File: config.mk
export PLATFORM = sky130hd
export DESIGN_NAME = fasi_top
export DESIGN_NICKNAME = d
export VERILOG_FILES = /design/src/design/fasi_pkg.sv /design/src/design/fasi_los_det.sv /design/src/design/fasi_top.sv
export SDC_FILE = /design/constraint.sdc
export NUM_CORES = 1
export LEC_CHECK = 0
export ABC_AREA = 1
export BUFFER_PORTS_ARGS = -buffer_cell sky130_fd_sc_hd__buf_4
export CAP_MARGIN = 0
export CORE_ASPECT_RATIO = 0.8
export CORE_UTILIZATION = 54
export CTS_CLUSTER_DIAMETER = 40
export CTS_CLUSTER_SIZE = 10
export DETAILED_ROUTE_END_ITERATION = 12
export PLACE_DENSITY = 0.75
export SLEW_MARGIN = 40
export SYNTH_ARGS = -nofsm -noshare
export SYNTH_HDL_FRONTEND = slang
export SYNTH_HIERARCHICAL = 1
export SYNTH_SLANG_ARGS = --single-unit
File: constraint.sdc
create_clock -name i_clock -period 5.1 [get_ports i_clock]
set_clock_uncertainty 0.2 [all_clocks]
set_input_delay 0.255 -clock i_clock [delete_from_list [all_inputs] [get_ports i_clock]]
set_output_delay 0.255 -clock i_clock [all_outputs]
set_load 0.05 [all_outputs]
File: src/design/fasi_pkg.sv
// fasi_pkg: register map, field positions, reset values and detector counts
// for the framer alarm status and interrupt block.
// assumes one 8-bit register port and one framer clock for the whole block.
package fasi_pkg;

  // register byte addresses
  localparam logic [7:0] FASI_LIVE_ADDR   = 8'h18;
  localparam logic [7:0] FASI_LATCH_ADDR  = 8'h19;
  localparam logic [7:0] FASI_IEN_ADDR    = 8'h1A;
  localparam logic [7:0] FASI_MASTER_ADDR = 8'h1C;

  // field positions, shared by live, latch and enable registers
  localparam int unsigned FASI_LOS_BIT    = 0;
  localparam int unsigned FASI_OOF_BIT    = 1;
  localparam int unsigned FASI_AIS_BIT    = 2;
  localparam int unsigned FASI_RAI_BIT    = 3;
  localparam int unsigned FASI_IDLE_BIT   = 4;
  localparam int unsigned FASI_SEF_BIT    = 5;
  localparam int unsigned FASI_ALIGN_BIT  = 7;
  localparam int unsigned FASI_MASTER_BIT = 0;

  // implemented bits; everything else reads as zero
  localparam logic [7:0] FASI_LIVE_MASK   = 8'h3F;
  localparam logic [7:0] FASI_LATCH_MASK  = 8'hBF;
  localparam logic [7:0] FASI_IEN_MASK    = 8'hBF;
  localparam logic [7:0] FASI_MASTER_MASK = 8'h01;

  // reset values
  localparam logic [7:0] FASI_LIVE_RESET   = 8'h00;
  localparam logic [7:0] FASI_LATCH_RESET  = 8'h00;
  localparam logic [7:0] FASI_IEN_RESET    = 8'h00;
  localparam logic [7:0] FASI_MASTER_RESET = 8'h00;

  // detector counts, in line bits, alignment words or framing bits
  localparam logic [7:0] FASI_LOS_ZERO_RUN   = 8'hC0;
  localparam logic [7:0] FASI_LOS_WINDOW     = 8'hC0;
  localparam logic [2:0] FASI_OOF_BAD_FAS    = 3'h4;
  localparam logic [2:0] FASI_OOF_GOOD_FAS   = 3'h3;
  localparam logic [4:0] FASI_SEF_ERR_LIMIT  = 5'h03;
  localparam int unsigned FASI_SEF_FBIT_WIN  = 16;
  localparam int unsigned FASI_ALIGN_W       = 13;

  // signal-absent detector states; code 2'b11 is illegal
  typedef enum logic [1:0] {
    FASI_LOS_CLEAR    = 2'b00,
    FASI_LOS_DECLARED = 2'b01,
    FASI_LOS_WINDOW_S = 2'b10
  } fasi_los_state_type;

  // one flag placed at a field position of an 8-bit register
  function automatic logic [7:0] fasi_place(input logic val, input int unsigned pos);
    return 8'(val) << pos;
  endfunction

  // number of errored framing bits in the sliding window
  function automatic logic [4:0] fasi_count_ones(input logic [15:0] v);
    logic [4:0] n;
    n = 5'h00;
    for (int i = 0; i < 16; i++) begin
      n = n + 5'(v[i]);
    end
    return n;
  endfunction

endpackage

File: src/design/fasi_los_det.sv
// fasi_los_det: zero-run signal-absent detector on the dual-rail line stream.
// assumes i_bit_en pulses once per received line bit and i_exz_event is a
// one-cycle pulse from the line decoder.
`timescale 1ns/100ps
module fasi_los_det
  import fasi_pkg::*;
(
  input  wire logic i_clock,
  input  wire logic i_rst,
  input  wire logic i_bit_en,
  input  wire logic i_rx_bit,
  input  wire logic i_exz_event,
  output logic      o_signal_absent
);

  fasi_los_state_type state_reg;
  fasi_los_state_type state_next;
  logic [7:0]         zero_cnt_reg;
  logic [7:0]         zero_cnt_next;
  logic [7:0]         win_cnt_reg;
  logic [7:0]         win_cnt_next;

  // a one after declaration opens the clear window; any excess-zero event
  // inside it aborts the window and we wait for the next one
  always_comb begin
    state_next    = state_reg;
    zero_cnt_next = zero_cnt_reg;
    win_cnt_next  = win_cnt_reg;
    unique case (state_reg)
      FASI_LOS_CLEAR: begin
        if (i_bit_en) begin
          zero_cnt_next = i_rx_bit ? 8'h00 : zero_cnt_reg + 8'h01;
          if (!i_rx_bit && (zero_cnt_reg + 8'h01 == FASI_LOS_ZERO_RUN)) begin
            state_next = FASI_LOS_DECLARED; // [RQ15]
          end
        end
      end
      FASI_LOS_DECLARED: begin
        if (i_bit_en && i_rx_bit) begin
          state_next   = FASI_LOS_WINDOW_S; // [RQ15]
          win_cnt_next = 8'h01;
        end
      end
      FASI_LOS_WINDOW_S: begin
        if (i_exz_event) begin
          state_next = FASI_LOS_DECLARED; // [RQ15]
        end else if (i_bit_en) begin
          win_cnt_next = win_cnt_reg + 8'h01;
          if (win_cnt_reg + 8'h01 == FASI_LOS_WINDOW) begin
            state_next    = FASI_LOS_CLEAR; // [RQ15]
            zero_cnt_next = 8'h00;
          end
        end
      end
      default: begin
        state_next = FASI_LOS_DECLARED; // illegal code: assume the worst
      end
    endcase
  end

  // state and output flop
  always_ff @(posedge i_clock) begin
    if (i_rst) begin
      state_reg       <= FASI_LOS_CLEAR;
      zero_cnt_reg    <= 8'h00;
      win_cnt_reg     <= 8'h00;
      o_signal_absent <= 1'h0;
    end else begin
      state_reg       <= state_next;
      zero_cnt_reg    <= zero_cnt_next;
      win_cnt_reg     <= win_cnt_next;
      o_signal_absent <= (state_next != FASI_LOS_CLEAR);
    end
  end

  a_los_zero_run: assert property (@(posedge i_clock) disable iff (i_rst) // [RQ15]
    (state_reg == FASI_LOS_CLEAR && i_bit_en && !i_rx_bit && zero_cnt_reg == 8'hBF)
    |=> o_signal_absent)
    else $error("signal absent not declared after zero run");

  a_los_exz_abort: assert property (@(posedge i_clock) disable iff (i_rst) // [RQ15]
    (state_reg == FASI_LOS_WINDOW_S && i_exz_event)
    |=> (state_reg == FASI_LOS_DECLARED) && o_signal_absent)
    else $error("excess zero event did not abort clear window");

endmodule

File: src/design/fasi_top.sv
// fasi_top: live alarm status, change latches and interrupt for one framer.
// assumes the framer delivers its detector results as levels or one-cycle
// strobes on i_clock, and the host port is a plain strobe bus.
// Behaviour
// RQ1: live signal-absent bit at status bit 0
// RQ2: signal-absent valid only in dual-rail mode
// RQ3: live frame-sync-lost bit at status bit 1
// RQ4: live alarm-indication bit at status bit 2
// RQ5: live remote-alarm bit 3, overhead bits only
// RQ6: live idle-pattern bit 4, ignore in E3
// RQ7: live severe-frame-error bit at status bit 5
// RQ8: latch bits 0-5 set on any change
// RQ9: latch bit clears only on host write-one
// RQ10: interrupt needs latch, bit enable, master enable
// RQ11: interrupt drops when any term clears
// RQ12: alignment-change latch on resync at new alignment
// RQ13: alignment latch rearms only after lost sync
// RQ14: enable register mirrors latch bit positions
// RQ15: DS3 signal-absent after 192 zeros, window clear
// RQ16: E3 sync lost four bad, three good
// RQ17: DS3 severe error, three of sixteen F-bits
// RQ18: set beats simultaneous write-one clear
`timescale 1ns/100ps
module fasi_top
  import fasi_pkg::*;
(
  input  wire logic                              i_clock,
  input  wire logic                              i_rst,
  input  wire logic [7:0]                        i_addr,
  input  wire logic [7:0]                        i_wdata,
  input  wire logic                              i_wr,
  input  wire logic                              i_rd,
  output logic      [7:0]                        o_rdata,
  output logic                                   o_irq,
  input  wire logic                              i_e3_mode,
  input  wire logic                              i_dual_rail,
  input  wire logic                              i_line_bit_en,
  input  wire logic                              i_line_bit,
  input  wire logic                              i_excess_zero_event,
  input  wire logic                              i_ext_signal_absent,
  input  wire logic                              i_ds3_frame_sync_lost,
  input  wire logic                              i_fas_strobe,
  input  wire logic                              i_fas_good,
  input  wire logic                              i_fbit_strobe,
  input  wire logic                              i_fbit_error,
  input  wire logic                              i_alarm_indication,
  input  wire logic                              i_remote_alarm,
  input  wire logic                              i_idle_pattern_seen,
  input  wire logic [fasi_pkg::FASI_ALIGN_W-1:0] i_align_pos
);

  logic [7:0]              live_reg;
  logic [7:0]              live_next;
  logic [7:0]              latch_reg;
  logic [7:0]              latch_next;
  logic [7:0]              ien_reg;
  logic [7:0]              master_reg;
  logic [7:0]              rdata_reg;
  logic [2:0]              bad_cnt_reg;
  logic [2:0]              good_cnt_reg;
  logic                    e3_oof_reg;
  logic [15:0]             fbit_hist_reg;
  logic                    ds3_sef_reg;
  logic                    had_sync_reg;
  logic [FASI_ALIGN_W-1:0] held_align_reg;
  logic                    los_det;
  logic                    los_src;
  logic                    oof_src;
  logic                    sef_src;
  logic [15:0]             fbit_hist_next;
  logic [4:0]              fbit_err_cnt;
  logic                    sync_regain;
  logic                    alignment_change_event;
  logic [7:0]              set_vec;
  logic [7:0]              clr_vec;
  logic                    wr_latch;
  logic                    wr_ien;
  logic                    wr_master;
  logic [7:0]              rd_mux;

  // zero-run detector on the raw dual-rail stream
  fasi_los_det fasi_los_det_inst (
    .i_clock         (i_clock),
    .i_rst           (i_rst),
    .i_bit_en        (i_line_bit_en),
    .i_rx_bit        (i_line_bit),
    .i_exz_event     (i_excess_zero_event),
    .o_signal_absent (los_det)
  );

  // in binary mode the line interface has already decoded substitutions, so
  // long zero runs are legal traffic and its own indication is used instead
  assign los_src = i_dual_rail ? los_det : i_ext_signal_absent; // [RQ1] [RQ2]

  // E3 alignment word counters; DS3 sync state comes from the framer itself
  always_ff @(posedge i_clock) begin
    if (i_rst) begin
      bad_cnt_reg  <= 3'h0;
      good_cnt_reg <= 3'h0;
      e3_oof_reg   <= 1'h0;
    end else if (i_fas_strobe && i_e3_mode) begin
      if (i_fas_good) begin
        bad_cnt_reg  <= 3'h0;
        good_cnt_reg <= (good_cnt_reg + 3'h1 == FASI_OOF_GOOD_FAS) ? 3'h0 : good_cnt_reg + 3'h1;
        if (e3_oof_reg && (good_cnt_reg + 3'h1 == FASI_OOF_GOOD_FAS)) begin
          e3_oof_reg <= 1'h0; // [RQ16]
        end
      end else begin
        good_cnt_reg <= 3'h0;
        bad_cnt_reg  <= (bad_cnt_reg + 3'h1 == FASI_OOF_BAD_FAS) ? 3'h0 : bad_cnt_reg + 3'h1;
        if (bad_cnt_reg + 3'h1 == FASI_OOF_BAD_FAS) begin
          e3_oof_reg <= 1'h1; // [RQ16]
        end
      end
    end
  end

  assign oof_src = i_e3_mode ? e3_oof_reg : i_ds3_frame_sync_lost; // [RQ3]

  // sliding window of the last sixteen DS3 framing bits
  assign fbit_hist_next = {fbit_hist_reg[FASI_SEF_FBIT_WIN-2:0], i_fbit_error};
  assign fbit_err_cnt   = fasi_count_ones(fbit_hist_next);

  // severe error clears only once back in sync, so it can outlast the errors
  always_ff @(posedge i_clock) begin
    if (i_rst) begin
      fbit_hist_reg <= 16'h0000;
      ds3_sef_reg   <= 1'h0;
    end else if (i_fbit_strobe) begin
      fbit_hist_reg <= fbit_hist_next;
      if (fbit_err_cnt >= FASI_SEF_ERR_LIMIT) begin
        ds3_sef_reg <= 1'h1; // [RQ17]
      end else if (!oof_src) begin
        ds3_sef_reg <= 1'h0; // [RQ17]
      end
    end
  end

  // in E3 the severe error flag is the sync-lost flag itself
  assign sef_src = i_e3_mode ? e3_oof_reg : ds3_sef_reg; // [RQ16] [RQ7]

  // live status word; the idle bit is passed through in E3 and software
  // ignores it there, remote alarm input excludes far-end alarm codes
  assign live_next = fasi_place(los_src, FASI_LOS_BIT)
                   | fasi_place(oof_src, FASI_OOF_BIT)             // [RQ3]
                   | fasi_place(i_alarm_indication, FASI_AIS_BIT)  // [RQ4]
                   | fasi_place(i_remote_alarm, FASI_RAI_BIT)      // [RQ5]
                   | fasi_place(i_idle_pattern_seen, FASI_IDLE_BIT) // [RQ6]
                   | fasi_place(sef_src, FASI_SEF_BIT);            // [RQ7]

  // sync is regained on the falling edge of the live sync-lost bit
  assign sync_regain = live_reg[FASI_OOF_BIT] && !live_next[FASI_OOF_BIT];
  // no alignment is held before the first sync, so no change is reported then
  assign alignment_change_event  = sync_regain && had_sync_reg && (i_align_pos != held_align_reg); // [RQ12] [RQ13]

  // remember the alignment of every sync; a new event needs a new loss first
  always_ff @(posedge i_clock) begin
    if (i_rst) begin
      had_sync_reg   <= 1'h0;
      held_align_reg <= '0;
    end else if (sync_regain) begin
      had_sync_reg   <= 1'h1; // [RQ13]
      held_align_reg <= i_align_pos;
    end
  end

  // host write decode
  assign wr_latch  = i_wr && (i_addr == FASI_LATCH_ADDR);
  assign wr_ien    = i_wr && (i_addr == FASI_IEN_ADDR);
  assign wr_master = i_wr && (i_addr == FASI_MASTER_ADDR);

  // change latches: both edges of each live bit, plus alignment change;
  // set is applied after clear so an event in the clear cycle survives
  assign set_vec    = ((live_next ^ live_reg) & FASI_LIVE_MASK)    // [RQ8]
                    | fasi_place(alignment_change_event, FASI_ALIGN_BIT);      // [RQ12]
  assign clr_vec    = wr_latch ? (i_wdata & FASI_LATCH_MASK) : 8'h00; // [RQ9]
  assign latch_next = (latch_reg & ~clr_vec) | set_vec;            // [RQ18]

  // status and latch registers
  always_ff @(posedge i_clock) begin
    if (i_rst) begin
      live_reg  <= FASI_LIVE_RESET;
      latch_reg <= FASI_LATCH_RESET;
    end else begin
      live_reg  <= live_next;
      latch_reg <= latch_next;
    end
  end

  // enable registers; unused bits are stored as zero
  always_ff @(posedge i_clock) begin
    if (i_rst) begin
      ien_reg    <= FASI_IEN_RESET;
      master_reg <= FASI_MASTER_RESET;
    end else begin
      if (wr_ien) begin
        ien_reg <= i_wdata & FASI_IEN_MASK; // [RQ14]
      end
      if (wr_master) begin
        master_reg <= i_wdata & FASI_MASTER_MASK;
      end
    end
  end

  // interrupt is pure gating of registers, so it falls in the same cycle
  // that any of its three terms is cleared
  assign o_irq = master_reg[FASI_MASTER_BIT] && |(latch_reg & ien_reg); // [RQ10] [RQ11]

  // read select; unmapped addresses read zero
  assign rd_mux = (i_addr == FASI_LIVE_ADDR)   ? live_reg   :
                  (i_addr == FASI_LATCH_ADDR)  ? latch_reg  :
                  (i_addr == FASI_IEN_ADDR)    ? ien_reg    :
                  (i_addr == FASI_MASTER_ADDR) ? master_reg : 8'h00;

  // read data stands only in the cycle after the strobe
  always_ff @(posedge i_clock) begin
    if (i_rst) begin
      rdata_reg <= 8'h00;
    end else begin
      rdata_reg <= i_rd ? rd_mux : 8'h00;
    end
  end

  assign o_rdata = rdata_reg;

  a_live_los_dual: assert property (@(posedge i_clock) disable iff (i_rst) // [RQ1]
    (i_dual_rail && !$past(i_rst)) |=> live_reg[FASI_LOS_BIT] == $past(los_det))
    else $error("live signal-absent bit does not follow detector");

  a_live_los_binary: assert property (@(posedge i_clock) disable iff (i_rst) // [RQ2]
    (!i_dual_rail) |=> live_reg[FASI_LOS_BIT] == $past(i_ext_signal_absent))
    else $error("binary mode signal-absent not taken from line interface");

  a_live_alarm_bits: assert property (@(posedge i_clock) disable iff (i_rst) // [RQ4]
    1'h1 |=> (live_reg[FASI_AIS_BIT] == $past(i_alarm_indication))
          && (live_reg[FASI_RAI_BIT] == $past(i_remote_alarm))
          && (live_reg[FASI_IDLE_BIT] == $past(i_idle_pattern_seen)))
    else $error("live alarm bits do not follow inputs");

  a_oof_four_bad: assert property (@(posedge i_clock) disable iff (i_rst) // [RQ16]
    (i_e3_mode && i_fas_strobe && !i_fas_good && bad_cnt_reg == 3'h3)
    |=> e3_oof_reg ##1 live_reg[FASI_OOF_BIT] && live_reg[FASI_SEF_BIT])
    else $error("sync lost not declared on fourth bad alignment word");

  a_oof_three_good: assert property (@(posedge i_clock) disable iff (i_rst) // [RQ16]
    (i_e3_mode && e3_oof_reg && i_fas_strobe && i_fas_good && good_cnt_reg == 3'h2)
    |=> !e3_oof_reg)
    else $error("sync lost not cleared on third good alignment word");

  a_sef_ds3_limit: assert property (@(posedge i_clock) disable iff (i_rst) // [RQ17]
    (!i_e3_mode && i_fbit_strobe && fbit_err_cnt >= 5'h03) |=> ##1 live_reg[FASI_SEF_BIT])
    else $error("severe frame error missed with three errored F-bits");

  a_latch_on_change: assert property (@(posedge i_clock) disable iff (i_rst) // [RQ8]
    ((live_next ^ live_reg) != 8'h00)
    |=> (latch_reg & $past((live_next ^ live_reg) & FASI_LIVE_MASK))
        == $past((live_next ^ live_reg) & FASI_LIVE_MASK))
    else $error("live bit change not latched");

  a_w1c_clears: assert property (@(posedge i_clock) disable iff (i_rst) // [RQ9]
    (wr_latch && set_vec == 8'h00) |=> (latch_reg & $past(i_wdata)) == 8'h00)
    else $error("write one did not clear latch bit");

  a_w0_keeps: assert property (@(posedge i_clock) disable iff (i_rst) // [RQ9]
    (!wr_latch) |=> (latch_reg & $past(latch_reg)) == $past(latch_reg))
    else $error("latch bit lost without write one");

  a_set_wins: assert property (@(posedge i_clock) disable iff (i_rst) // [RQ18]
    (wr_latch && (set_vec & i_wdata) != 8'h00)
    |=> (latch_reg & $past(set_vec)) == $past(set_vec))
    else $error("event lost against simultaneous clear");

  a_irq_asserts: assert property (@(posedge i_clock) disable iff (i_rst) // [RQ10]
    (wr_master && i_wdata[FASI_MASTER_BIT] && (latch_next & ien_reg) != 8'h00 && !wr_ien)
    |=> o_irq)
    else $error("interrupt missing with latch, enable and master set");

  a_irq_master_off: assert property (@(posedge i_clock) disable iff (i_rst) // [RQ11]
    (wr_master && !i_wdata[FASI_MASTER_BIT]) |=> !o_irq [*2] or wr_master)
    else $error("interrupt stayed after master enable cleared");

  a_irq_ien_off: assert property (@(posedge i_clock) disable iff (i_rst) // [RQ11]
    (wr_ien && i_wdata == 8'h00) |=> !o_irq)
    else $error("interrupt stayed after all bit enables cleared");

  a_alignment_change_latched: assert property (@(posedge i_clock) disable iff (i_rst) // [RQ12]
    (alignment_change_event) |=> latch_reg[FASI_ALIGN_BIT] && had_sync_reg)
    else $error("alignment change not latched");

endmodule

==> metrics.md <==
| Metric | Value |
|---|---|
| Area post-placement | `a little under 5000 um^2` |
| Final ANT Viol Nets | `0` |
| Latest clock arrival within the worst-skew pair | `roughly 0.36 ns` |
| DR WL/cell | `between 10 and 15 um` |
| Grt ovf | `0` |
| Slew headroom | `0.602` |
| Max FFs per register | `15` |
| Worst min path class | `input port to flip-flop` |
| Mapped Cells | `roughly 610` |
| Final Hold Viols | `0` |
| Area contributors post-synth | `dfxtp_1 38%, nand2_1 11%, inv_1 8.2%` |
| GRT Total Usage | `0.235` |
| CTS Buffer Depth | `2` |
| Diodes inserted | `0` |
| DR pass1 iterations | `4` |
| Antenna violations before repair | `0` |
| Top-count cell post-synth | `nand2_1` |
| Post-Syn Area | `4420 um^2` |
| Crit-path most repeated cell | `fa_1` |
| GP Congestion | `0.827` |
| Vias per cell | `4.90` |
| Setup crit start | `i_fbit_error` |
| Final #Nets | `752` |
| Critical path's largest stage delay | `roughly 0.57 ns` |
| Worst Setup Path Type | `input port to flip-flop` |
| # resized after CTS | `0` |
| Synthesized area per cell | `roughly 7.3 um^2` |
| Setup WS pre-CTS | `around 1.4 ns` |
| RSZ-0062 raised after global routing | `no` |
| Die ar. | `about 8600 um^2` |
| Yosys reg bits | `between 80 and 90` |
| Chip height | `82.9 um` |
| Tcrit/Tclk final | `0.763` |
| Final Power | `around 0.0015 W` |
| Final setup margin | `~1.2 ns` |
| Final setup TNS | `0 ns` |
| Largest net degree at the start of global routing | `40` |
| CTS tree | `done` |
| Post-synth top area share | `0.380` |
| Final max-slew violation count | `0` |
| End point of the critical path | `ds3_sef_reg` |
| Overall die width | `between 100 and 150 um` |
| Count of different cell masters after synthesis | `47` |
| Crit end category | `flip-flop` |
| Post-synth EDFFs | `0` |
| Ports | `between 50 and 60` |
| Number of I/O port buffers | `53` |
| Max-cap viol count | `0` |
| HPWL after DPL | `about 6.6 mm` |
| Number of synthesis warnings | `6` |
| Top cells by count, synth | `130 x nand2_1, 97 x inv_1, 84 x dfxtp_1` |
| Vias in the first global route | `between 3,000 and 4,000` |
| R2r setup slk | `1.40 ns` |
| Max VDD drop | `between 0.00015 and 0.0002 V` |
| Crit path DAT | `between 3 and 4 ns` |
| Asr flop ratio synth | `0` |
| Critical-path maximum fanout | `2` |
| Outcome | `complete, no violations` |
| DR iter-0 viols | `about 130` |
| Largest area contributor in the synthesized netlist | `dfxtp_1` |
| First-pass GRT wire length | `about 16 mm` |
| Syn Nets | `between 600 and 700` |
| Via count | `3,894` |
| Residual DRC | `0` |
| Drt total wl | `between 9 and 10 mm` |
| Post-CTS Setup Bufs | `0` |
| Core area | `between 7000 and 8000 um^2` |
| Achievable Freq | `257 MHz` |
| Reg2reg start | `fbit_hist_reg[4]` |
| Slew at the pin with the worst max-slew slack | `just under 0.6 ns` |
| # setup viols final | `0` |
| Num rows | `29` |
| R2R depth | `12` |
| Fin util | `0.672` |
| Leak Pwr | `between 2 and 2.5 nW` |
| Area grow syn2layout | `20.8%` |
| CP cell instances | `dlygate4sd3_1 -> buf_4 -> inv_1 -> fa_1 -> fa_1 -> fa_1 -> fa_1 -> inv_1 -> ha_1 -> fa_1 -> a21oi_1 -> nand3_1 -> nand2_1 -> a21oi_1` |
| CTS Buf Count | `9` |
| Power density cells | `approximately 270 nW/um^2` |
| Root buf cell | `clkbuf_8` |
| Post-synth top flop | `dfxtp_1` |
| Worst reg2reg path endpoint | `ds3_sef_reg` |
| Cell area after layout | `between 5000 and 6000 um^2` |
| Slowest CP cell | `fa_1` |
| Fill cell count | `669` |
| Required @ worst endpoint | `between 5 and 6 ns` |
| H-tree levels | `3` |
| Initial core utilization | `0.556` |
| Final min period | `3.89 ns` |
| Setup crit start kind | `input port` |
| Sequential share of the synthesized area | `0.380` |
| Share of cells above drive strength 1 | `0.146` |
| Clock transition at path regs | `0.09 ns` |
| Clk sinks | `84` |
layer usage:
layer  up-vias  track usage  wire length (um)
li1       2058            -                 -
met1      1759        0.289              4330
met2        67        0.402              4410
met3        10       0.0513               326
met4         0       0.0768               127
met5         -            0                 0
through the flow:
step           hold WS [ns]  cells
6_report             0.0185    794
5_1_grt              0.0127    794
4_1_cts             0.00329    794
3_5_place_dp          0.255    751
3_3_place_gp          0.248    751
2_1_floorplan         0.124    607
logic make-up after synthesis:
family | share of synthesized area
adder cells (fa/ha/maj) | 0.0849
other | 0.000848
multiplexers | 0.00226
AND/OR/NAND/NOR | 0.250
XOR/XNOR | 0.0320
buffers and inverters | 0.108
AO/OA/AOI/OAI | 0.142
flip-flops | 0.380
repair_timing:
action | 4_1_cts | 5_1_grt
hold buffers | 27 | 0
hold endpoints to repair | 34 | 0
setup endpoints to repair | 0 | 0
power breakdown:
part           leakage (nW)  total (W)  internal (W)  switching, W
combinational          1.62   0.000260      0.000121      0.000140
clock                0.0944   0.000492      0.000233      0.000259
sequential            0.686   0.000707      0.000687     0.0000199
layout by cell type, fill, tap and decap left out, types with 5 or more instances in the layout:
| master | instances |
|---|---|
| fa_1 | 10 |
| nor2_1 | 53 |
| a21oi_1 | 61 |
| ha_1 | 13 |
| inv_2 | 6 |
| nand2_2 | 6 |
| inv_1 | 97 |
| xnor2_1 | 6 |
| clkbuf_8 | 9 |
| dlygate4sd3_1 | 27 |
| o211ai_1 | 5 |
| nand2_1 | 130 |
| xor2_1 | 7 |
| o21ai_0 | 37 |
| buf_4 | 53 |
| dfxtp_1 | 84 |
| nand3_1 | 30 |
worst min-delay path by stage:
stage	from	end	slack [ns]	cells after the start
global placement	ien_reg[5]	ien_reg[5]	0.25	2
floorplan	i_rst	fasi_los_det_inst/win_cnt_reg[3]	0.12	1
finish	i_dual_rail	live_reg[0]	0.02	3
CTS	i_dual_rail	live_reg[0]	0.003	3
detailed placement	ien_reg[5]	ien_reg[5]	0.25	2
global route	i_dual_rail	live_reg[0]	0.01	3
cell type report:
| type | instances | area, um^2 | share of cell area |
|---|---|---|---|
| tap | 108 | 135 | 0.0253 |
| clock buffer | 9 | 124 | 0.0232 |
| clock inverter | 7 | 81.3 | 0.0152 |
| timing repair buffer | 80 | 668 | 0.125 |
| inverter | 103 | 387 | 0.0724 |
| sequential | 84 | 1680 | 0.315 |
| multi-input combinational | 403 | 2270 | 0.424 |
critical path: cells and delay by family:
kind	cells	cell delay, ns
fa+ha+maj	6	2.62
buf+inv	4	0.71
compound gates	2	0.21
simple gates	2	0.14
Power figures use the tool's default switching activity.
